## src/rtl/sfr_defines.svh

```systemverilog
`ifndef SFR_DEFINES_SVH
`define SFR_DEFINES_SVH
// Opcode of the add-literal-and-return form (upper ten bits)
`define SFR_ALR_OPC     10'h3a3
// Opcode of the computed call (whole word)
`define SFR_CCW_OPC     16'h0014
// Literal field position and width
`define SFR_LIT_LSB     0
`define SFR_LIT_W       6
// Program counter step to the return address
`define SFR_RET_STEP    21'h000002
// Reset values
`define SFR_PTR_RST     12'h000
`define SFR_PC_RST      21'h000000
`endif

```

## src/rtl/sfr_pkg.sv

```systemverilog
package sfr_pkg;
  // Sequencer states, Gray order along the usual path
  typedef enum logic [1:0] {
    SFR_EXEC  = 2'b00,
    SFR_STALL = 2'b01
  } sfr_state_type;
  // Instruction class seen by the decoder
  typedef enum logic [1:0] {
    SFR_OP_NONE = 2'b00,
    SFR_OP_ALR  = 2'b01,
    SFR_OP_CCW  = 2'b10
  } sfr_op_type;
endpackage

```

## src/rtl/sfr_core.sv

```systemverilog
`timescale 1ns/10ps
`default_nettype none
`include "sfr_defines.svh"
module sfr_core (
  // Clock and reset
  input  wire logic          clk_sys,
  input  wire logic          reset_n,
  // Instruction in execute and enable strap
  input  wire logic [15:0]   instr,
  input  wire logic          instr_valid,
  input  wire logic          extended_set_enable_bit,
  // Core state read by the block
  input  wire logic [7:0]    working_register,
  input  wire logic [7:0]    pc_high_latch,
  input  wire logic [7:0]    pc_upper_latch,
  input  wire logic [20:0]   pc_in,
  input  wire logic [20:0]   return_stack_top,
  // Results
  output logic [11:0]        frame_pointer_three,
  output logic [20:0]        pc_out,
  output logic               pc_load,
  output logic               stack_push,
  output logic [20:0]        stack_push_data,
  output logic               stack_pop,
  output logic               busy,
  output logic [4:0]         status_flag_we
);
  import sfr_pkg::*;

  logic        rst_s1_q;          // Reset synchroniser stage one
  logic        rst_s2_q;          // Synchronised reset, active low
  sfr_op_type  op;                // Decoded class
  sfr_state_type state_q, state_d;  // Sequencer
  logic [11:0] ptr_q, ptr_d;      // Frame pointer three
  logic [20:0] pc_q, pc_d;        // Registered pc result
  logic [20:0] push_q, push_d;    // Registered push data
  logic        load_q, load_d;    // Pc load pulse
  logic        push_v_q, push_v_d; // Push pulse
  logic        pop_q, pop_d;      // Pop pulse
  logic        take_alr;          // Frame-return taken this cycle
  logic        take_ccw;          // Computed call taken this cycle

  // A class is taken only in the execute state with a valid word;
  // a word offered while the stall cycle runs is dropped
  function automatic logic sfr_taken(input sfr_state_type st,
                                     input logic          vld,
                                     input sfr_op_type    cls,
                                     input sfr_op_type    want);
    sfr_taken = (st == SFR_EXEC) && vld && (cls == want);
  endfunction

  // Reset release through two flops
  always_ff @(posedge clk_sys or negedge reset_n) begin
    if (!reset_n) begin
      rst_s1_q <= 1'b0;
      rst_s2_q <= 1'b0;
    end else begin
      rst_s1_q <= 1'b1;
      rst_s2_q <= rst_s1_q;
    end
  end

  // Decoder instance
  sfr_decode sfr_decode_i (
    .instr  (instr),
    .ext_en (extended_set_enable_bit),
    .op     (op)
  );

  // Take strobes, shared by the checks below
  assign take_alr = sfr_taken(state_q, instr_valid, op, SFR_OP_ALR);
  assign take_ccw = sfr_taken(state_q, instr_valid, op, SFR_OP_CCW);

  // Next state and results
  always_comb begin
    state_d  = SFR_EXEC;
    ptr_d    = ptr_q;
    pc_d     = pc_q;
    push_d   = push_q;
    load_d   = 1'b0;
    push_v_d = 1'b0;
    pop_d    = 1'b0;
    case (state_q)
      SFR_EXEC: begin
        // Decode only on a valid instruction
        if (instr_valid && op == SFR_OP_ALR) begin
          ptr_d   = ptr_q + {6'h00, instr[5:0]};
          pc_d    = return_stack_top;
          load_d  = 1'b1;
          pop_d   = 1'b1;
          state_d = SFR_STALL;
        end else if (instr_valid && op == SFR_OP_CCW) begin
          push_d   = pc_in + `SFR_RET_STEP;
          push_v_d = 1'b1;
          pc_d     = {pc_upper_latch[4:0], pc_high_latch,
                      working_register};
          load_d   = 1'b1;
          state_d  = SFR_STALL;
        end
      end
      SFR_STALL: begin
        // Second cycle is a no-operation during refetch
        state_d = SFR_EXEC;
      end
      default: state_d = SFR_EXEC;
    endcase
  end

  // Register the state
  always_ff @(posedge clk_sys or negedge rst_s2_q) begin
    if (!rst_s2_q) begin
      state_q  <= SFR_EXEC;
      ptr_q    <= `SFR_PTR_RST;
      pc_q     <= `SFR_PC_RST;
      push_q   <= `SFR_PC_RST;
      load_q   <= 1'b0;
      push_v_q <= 1'b0;
      pop_q    <= 1'b0;
    end else begin
      state_q  <= state_d;
      ptr_q    <= ptr_d;
      pc_q     <= pc_d;
      push_q   <= push_d;
      load_q   <= load_d;
      push_v_q <= push_v_d;
      pop_q    <= pop_d;
    end
  end

  // Outputs; flags and saved registers are never written
  assign frame_pointer_three = ptr_q;
  assign pc_out              = pc_q;
  assign pc_load             = load_q;
  assign stack_push          = push_v_q;
  assign stack_push_data     = push_q;
  assign stack_pop           = pop_q;
  assign busy                = (state_q == SFR_STALL);
  assign status_flag_we      = 5'h00;

  // Checks
  // Pointer gains the literal on a taken frame-return
  a_alr_ptr_add: assert property (
    @(posedge clk_sys) disable iff (!rst_s2_q)
    take_alr |=> ptr_q == $past(ptr_q) + {6'h00, $past(instr[5:0])})
    else $error("pointer sum wrong");
  // Return loads the stack top and pops it
  a_alr_return: assert property (
    @(posedge clk_sys) disable iff (!rst_s2_q)
    take_alr |=> pc_load && stack_pop &&
                 pc_out == $past(return_stack_top))
    else $error("return not taken");
  // Return never pushes
  a_alr_no_push: assert property (
    @(posedge clk_sys) disable iff (!rst_s2_q)
    take_alr |=> !stack_push)
    else $error("push on return");
  // Every load falls in exactly one idle cycle, and the cycle after it is neither idle nor loading
  a_two_cycle: assert property (
    @(posedge clk_sys) disable iff (!rst_s2_q)
    pc_load |-> busy ##1 !busy && !pc_load)
    else $error("not two cycles");
  // The idle cycle starts nothing and keeps the pointer
  a_busy_refuse: assert property (
    @(posedge clk_sys) disable iff (!rst_s2_q)
    busy |=> !pc_load && !stack_push && !stack_pop &&
             ptr_q == $past(ptr_q))
    else $error("work started while busy");
  // Frame-return pattern decodes with the set enabled
  a_alr_decode: assert property (
    @(posedge clk_sys) disable iff (!rst_s2_q)
    (extended_set_enable_bit && instr[15:6] == 10'h3a3) |->
    op == SFR_OP_ALR)
    else $error("frame return not decoded");
  // Call pushes the address two past its own
  a_ccw_push: assert property (
    @(posedge clk_sys) disable iff (!rst_s2_q)
    take_ccw |=> stack_push &&
                 stack_push_data == $past(pc_in) + 21'h000002)
    else $error("push data wrong");
  // A push always comes with a load and never with a pop
  a_push_alone: assert property (
    @(posedge clk_sys) disable iff (!rst_s2_q)
    stack_push |-> pc_load && !stack_pop)
    else $error("push without load or with pop");
  // Target bytes come from the accumulator and the two latches
  a_ccw_target: assert property (
    @(posedge clk_sys) disable iff (!rst_s2_q)
    take_ccw |=> pc_out[7:0] == $past(working_register) &&
                 pc_out[15:8] == $past(pc_high_latch) &&
                 pc_out[20:16] == $past(pc_upper_latch[4:0]))
    else $error("call target wrong");
  // Call leaves the frame pointer alone and never pops the stack
  a_ccw_keep: assert property (
    @(posedge clk_sys) disable iff (!rst_s2_q)
    take_ccw |=> !stack_pop && ptr_q == $past(ptr_q))
    else $error("call disturbed saved state");
  // Computed call word decodes with the set enabled
  a_ccw_decode: assert property (
    @(posedge clk_sys) disable iff (!rst_s2_q)
    (extended_set_enable_bit && instr == 16'h0014) |->
    op == SFR_OP_CCW)
    else $error("computed call not decoded");
  // Nothing decodes with the extended set off
  a_ext_gate: assert property (
    @(posedge clk_sys) disable iff (!rst_s2_q)
    !extended_set_enable_bit |-> op == SFR_OP_NONE)
    else $error("decoded while disabled");
  // Without a taken word the block stays quiet
  a_idle_quiet: assert property (
    @(posedge clk_sys) disable iff (!rst_s2_q)
    (state_q == SFR_EXEC && !take_alr && !take_ccw) |=>
    !pc_load && !stack_push && !stack_pop &&
    ptr_q == $past(ptr_q) && pc_out == $past(pc_out))
    else $error("activity without a taken word");
  // Flag writes stay off on every load
  a_no_flags: assert property (
    @(posedge clk_sys) disable iff (!rst_s2_q)
    pc_load |-> status_flag_we == 5'h00)
    else $error("flags written");
endmodule
`default_nettype wire

```

## src/rtl/sfr_decode.sv

```systemverilog
`timescale 1ns/10ps
`default_nettype none
`include "sfr_defines.svh"
// Combinational decoder for the two extended instructions
module sfr_decode (
  // Instruction word and enable
  input  wire logic [15:0]       instr,
  input  wire logic              ext_en,
  // Decoded class
  output sfr_pkg::sfr_op_type    op
);
  import sfr_pkg::*;

  // Classify the word; nothing decodes with the extended set off
  always_comb begin
    op = SFR_OP_NONE;
    if (ext_en) begin
      if (instr[15:6] == `SFR_ALR_OPC) begin
        op = SFR_OP_ALR;
      end else if (instr == `SFR_CCW_OPC) begin
        op = SFR_OP_CCW;
      end
    end
  end
endmodule
`default_nettype wire

```

## config.mk

```make
export PLATFORM = sky130hd
export DESIGN_NAME = sfr_core
export DESIGN_NICKNAME = d
export VERILOG_FILES = /design/src/rtl/sfr_pkg.sv /design/src/rtl/sfr_core.sv /design/src/rtl/sfr_decode.sv
export VERILOG_INCLUDE_DIRS = /design/src /design/src/rtl
export SDC_FILE = /design/constraint.sdc
export NUM_CORES = 1
export LEC_CHECK = 0
export BUFFER_PORTS_ARGS = -buffer_cell sky130_fd_sc_hd__buf_2
export CAP_MARGIN = 20
export CORE_MARGIN = 1
export CORE_UTILIZATION = 42
export DETAILED_ROUTE_END_ITERATION = 8
export GPL_TIMING_DRIVEN = 1
export HOLD_SLACK_MARGIN = 0.12
export PLACE_DENSITY = 0.82
export SYNTH_ARGS = -nofsm -noshare
export SYNTH_HDL_FRONTEND = slang
export SYNTH_SLANG_ARGS = --single-unit
```

## constraint.sdc

```tcl
create_clock -name clk_sys -period 1.97 [get_ports clk_sys]
set_clock_uncertainty 0.15 [all_clocks]
set_input_delay 0.394 -clock clk_sys [delete_from_list [all_inputs] [get_ports clk_sys]]
set_output_delay 0.394 -clock clk_sys [all_outputs]
set_load 0.1 [all_outputs]
```

=== After elaboration in Yosys (flattened, before gate mapping) ===
Index checks and enable logic that the tools add are counted.

* $add $sub $neg: 2
* Eq/ne operators: 5
* Multiplexer cells: 15
* Bitwise logic cells: 1
* Reductions and logical operators: 7

{| class="wikitable"
|+ Operator list
! kind !! count
|-
| 21-bit 2-to-1 mux || 2
|-
| 21-bit by 2-bit adder with 21-bit output (second input constant) || 1
|-
| 16-bit by 5-bit equality test with 1-bit output (second input constant) || 1
|-
| 12-bit by 6-bit adder with 12-bit output || 1
|-
| 10-bit equality test (second input constant) || 1
|-
| 1-bit 2-to-1 mux || 9
|-
| 2-bit 2-to-1 mux || 4
|-
| 2-bit by 1-bit equality test with 1-bit output (second input constant) || 2
|-
| 2-bit AND reduction || 2
|-
| 3-bit AND reduction || 1
|-
| 2-bit equality test (second input constant) || 1
|-
| 1-bit logical AND || 2
|-
| 2-bit zero test || 1
|-
| 2-bit nonzero test || 1
|-
| 1-bit NOT || 1
|}

* Register bits: 61
* Bits of input ports: 86
* Output and inout bits: 63
* Logic and storage cells: 39

=== Logic depth before layout (Yosys ltp) ===
* Depth after elaboration: 9
* Gate-level depth with buffers: 7
* Gate-level depth less buffers: 7

=== Cells and area by module ===
A second synthesis with hierarchy kept.

* Cell total of the unflattened synthesis: 323
* Area total of the unflattened synthesis: 3078.0 µm²

{| class="wikitable"
|+ By module, submodules not included
! module !! instances !! cells an instance !! area each (µm²) !! sequential area each (µm²)
|-
| sfr_core || 1 || 313 || 3002.9 || 1476.4
|-
| sfr_decode || 1 || 10 || 75.1 || 0.0
|}

=== Least setup slack after synthesis ===
OpenSTA, ideal clock, no wires.

* Kind: register -> register
* Start point: register ptr_q[0], in the netlist frame_pointer_three[0]
* End point: register ptr_q[8], in the netlist frame_pointer_three[8]
* Library setup time: 0.163 ns
* Arrival time: 2.333 ns
* Data required time: 1.657 ns
* Setup slack: -0.676 ns
* Stages on the path, launching flop included: 8
* Buffers on the path: 0
* Period minus slack after synthesis: 2.646 ns
* Cell sequence: dfrtp_1 > ha_1 > fa_1 > a211oi_1 > o21bai_1 > a21oi_1 > nor3_1 > xor2_1

* Longest elaborated chain between the ends: 1

{| class="wikitable"
|+ Ends and longest elaborated chain
! element !! line !! text
|-
| start, declared || sfr_core.sv:34 || <nowiki>logic [11:0] ptr_q, ptr_d;</nowiki>
|-
| start signal, assigned || sfr_core.sv:113 || <nowiki>ptr_q <= `SFR_PTR_RST;</nowiki>
|-
| start signal, assigned || sfr_core.sv:121 || <nowiki>ptr_q <= ptr_d;</nowiki>
|-
| 12-bit by 6-bit adder with 12-bit output || sfr_core.sv:87 || <nowiki>ptr_d = ptr_q + {6'h00, instr[5:0]};</nowiki>
|}

No other way between the ends.
A chain may end at the register's enable or synchronous reset.

=== Final worst setup path ===
Same ends and word-level chain as after synthesis.

==> summary.md <==
| Metric | Value |
|---|---|
| CP Class | `reg2reg` |
| Leading cell type in the layout, fill and taps excluded | `buf_2` |
| Grt ovf | `0` |
| XOR/XNOR Fraction of Synth Area | `about 7.9%` |
| Switching share of power | `25.6%` |
| Largest net degree at the start of global routing | `38` |
| Die area | `7500 sq um` |
| Synth Cell Area | `3010 sq um` |
| Iteration count of the initial detailed-routing pass | `6` |
| Die Height | `roughly 87 um` |
| Clock sink count | `slightly below 60` |
| Post-synthesis mux area share | `7.74%` |
| P_int | `0.00195 W` |
| Initial drt markers | `92` |
| Core area | `6870 sq um` |
| Data required time of the worst path | `2.02 ns` |
| Crit end category | `register` |
| Vias in the first global route | `2847` |
| Pwr Density | `580 nW/um^2` |
| CP Launch Type | `register` |
| Worst Slack Setup Final | `-0.0113 ns` |
| Tot GR Track Use | `21.6%` |
| Via count | `2979` |
| Post-synthesis sequential area ratio | `49.1%` |
| Synth warn | `0` |
| Psw | `0.000669 W` |
| GP Congestion | `0.946` |
| Setup violations, final | `2` |
| Syn-to-layout area delta | `50.1%` |
| RSZ-0062 raised after global routing | `true` |
| Main combinational cell family by area after synthesis | `simple AND/OR/NAND/NOR gates` |
| Clk root buf | `clkbuf_8` |
| Die Wd | `approximately 87 um` |
| Nets | `585` |
| Clock power share | `between 30 and 40%` |
| TNS Setup | `-0.0128 ns` |
| DRT Wirelength | `8.38 mm` |
| Min Hold Slack | `0.116 ns` |
| Worst Tran Pin Value | `0.518 ns` |
| Crit path launch | `frame_pointer_three[0]$_DFFE_PN0P_` |
| Drt drc | `0` |
| Critical-path cell list | `ha_4 > fa_2 > a211oi_2 > o21bai_1 > a21oi_2 > nor3_1 > xor2_1` |
| Reg clk slew, reported paths | `~0.06 ns` |
| Synth Area in Adders | `3.58%` |
| Reg-to-Reg Start | `frame_pointer_three[0]$_DFFE_PN0P_` |
| F_max | `505 MHz` |
| CP max FO | `3` |
| Compound-cell area share of the yosys netlist | `around a tenth` |
| Max-cap viol count | `0` |
| Gate power share | `13.5%` |
| Site row count | `30` |
| Crit path largest cell delay | `0.42 ns` |
| First-pass GRT wire length | `12.5 mm` |
| Port bufs | `140` |
| Most frequent cells in the layout | `140 x buf_2, 52 x dfrtp_1, 50 x nor2_1` |
| Clock Latency Late Sink | `0.32 ns` |
| Fin crit share | `101%` |
| Share of layout cells above drive strength 1 | `between 40 and 50%` |
| Syn Area/Cell | `9.73 sq um` |
| Antenna violations before repair | `0` |
| Hold crit path type | `reg2async` |
| Relative max-transition margin | `65.7%` |
| Status | `finished, violations left` |
| Initial Utilization | `between 40% and 50%` |
| Failing checks | `setup timing` |
| Maximum VDD drop | `295 uV` |
| CTS tree | `yes` |
| Cell variety after synth | `34` |
| CP max-delay cell | `dfrtp_2` |
| Clock buffer count from CTS | `9` |
| Endpoints failing hold | `0` |
| WL per Instance | `14.1 um` |
| Synth Instances | `309` |
| Final Max Tran Viols | `0` |
| LEAKAGE | `2.32 nW` |
| Reg power frac | `46.9%` |
| H-tree levels | `3` |
| Dpl hpwl | `6.04 mm` |
| CP arrival | `2.03 ns` |
| Vias/cell | `5.02` |
| Tmin final | `approximately 2 ns` |
| Io pins | `149` |
| Simple-gate share of the synthesized area | `16.9%` |
| Detail Route Antenna Nets | `0` |
| Register bit count reported by yosys | `59` |
| Max Root-Sink Buffers | `2` |
## Yosys cell counts, drive strengths merged
library cell  instances  area share [%]
xnor2                16             4.7
o21bai                1            0.25
ha                    7             2.9
buf                  13             2.7
nor3                  5            0.83
o22ai                 1            0.21
nor2                 52             6.5
inv                   3            0.37
a211oi                3            0.75
mux2i                21             7.0
clkbuf                7            0.92
o31a                  1            0.29
dfrtp                59              49
nand3                 7             1.2
o21ai                 6             1.0
a21o                  2            0.50
mux2                  2            0.75
a21oi                42             7.1
nand4                 6             1.2
or4                   3            0.87
or2                   4            0.83
nand2                23             2.9
nand3b                1            0.25
nor4b                 3            0.87
xor2                 11             3.2
fa                    1            0.67
o31ai                 2            0.50
nor4                  5             1.5
conb                  2            0.25
## sequential cells by signal (all words and copies together), names as in the netlist
name	flops
pc_out	21
stack_push_data	21
frame_pointer_three	12
pc_load	1
rst_s1_q	1
rst_s2_q	1
stack_pop	1
stack_push	1
## power groups by stage
stage	clock network, W	logic [W]	registers, W
after floorplan	0	0.000120	0.00132
final	0.00104	0.000352	0.00123
after global routing	0.00114	0.000382	0.00123
after detailed placement	0	0.000345	0.00125
after CTS	0.00107	0.000351	0.00123
after global placement	0	0.000335	0.00125
## kinds of logic (layout without fill, tap and decap cells)
logic type,after synthesis,in the layout
mux,23,23
simple gates,109,109
xor+xnor,27,27
fa+ha+maj,8,8
buf+inv,23,206
other cells,2,7
flops,59,59
compound gates,58,58
## metal layers
| layer | share of wire (%) | global-route usage (%) |
|---|---|---|
| met1 | 39 | 24.8 |
| met2 | 53 | 38.4 |
| met3 | 5.1 | 4.00 |
| met4 | 2.6 | 11.1 |
| met5 | 0 | 0 |
## through the flow
stage / power [W] / cell area, sq um / util (%) / setup WS (ns) / std cells
3_3_place_gp: 0.00158 / 4090 / 59.5 / -0.388 / 562
2_1_floorplan: 0.00144 / 3120 / - / -0.276 / 313
3_5_place_dp: 0.00160 / 4090 / 59.5 / -0.451 / 562
5_1_grt: 0.00275 / 4510 / 65.6 / -0.0919 / 592
4_1_cts: 0.00265 / 4360 / 63.5 / -0.0682 / 583
6_report: 0.00262 / 4510 / 65.7 / -0.0113 / 593
## critical path: cells and delay by family, from the launching register on
kind / cells / cell delay, ns
AO/OA/AOI/OAI: 3 / 0.52
XOR/XNOR: 1 / 0.14
adder cells (fa/ha/maj): 2 / 0.53
flip-flops: 1 / 0.42
AND/OR/NAND/NOR: 1 / 0.09
## worst paths after layout
| kind | to | slack [ns] | cells past startpoint |
|---|---|---|---|
| worst max register to register | frame_pointer_three[8]$_DFFE_PN0P_ | -0.01 | 7 |
| worst min register to register | stack_push_data[17]$_DFFE_PN0P_ | 0.12 | 1 |
| worst min-delay path | stack_push_data[17]$_DFFE_PN0P_ | 0.12 | 1 |
| min in group clk_sys | stack_push_data[1]$_DFFE_PN0P_ | 0.15 | 2 |
| max in group asynchronous | frame_pointer_three[4]$_DFFE_PN0P_ | 0.84 | 2 |
| worst max-delay path | frame_pointer_three[8]$_DFFE_PN0P_ | -0.01 | 7 |
## area by class of cell
cell class,instances,area [sq um]
antenna,1,2.50
clock buffer,15,186
clock inverter,1,5.00
fill,579,2360
inverter,3,11.3
multi-input combinational,231,1480
sequential,59,1490
tap,96,120
timing repair buffer,187,1220
## timing repair
item | 4_1_cts | 5_1_grt
pin swaps | 3 | 6
gates cloned | 1 | 4
gates resized for setup | 4 | 3
endpoints found under the setup margin | 23 | 32
hold buffers | 2 | 0
hold endpoints to repair | 33 | 0
buffers inserted | 2 | 5
(Power assumes the default switching activity.)
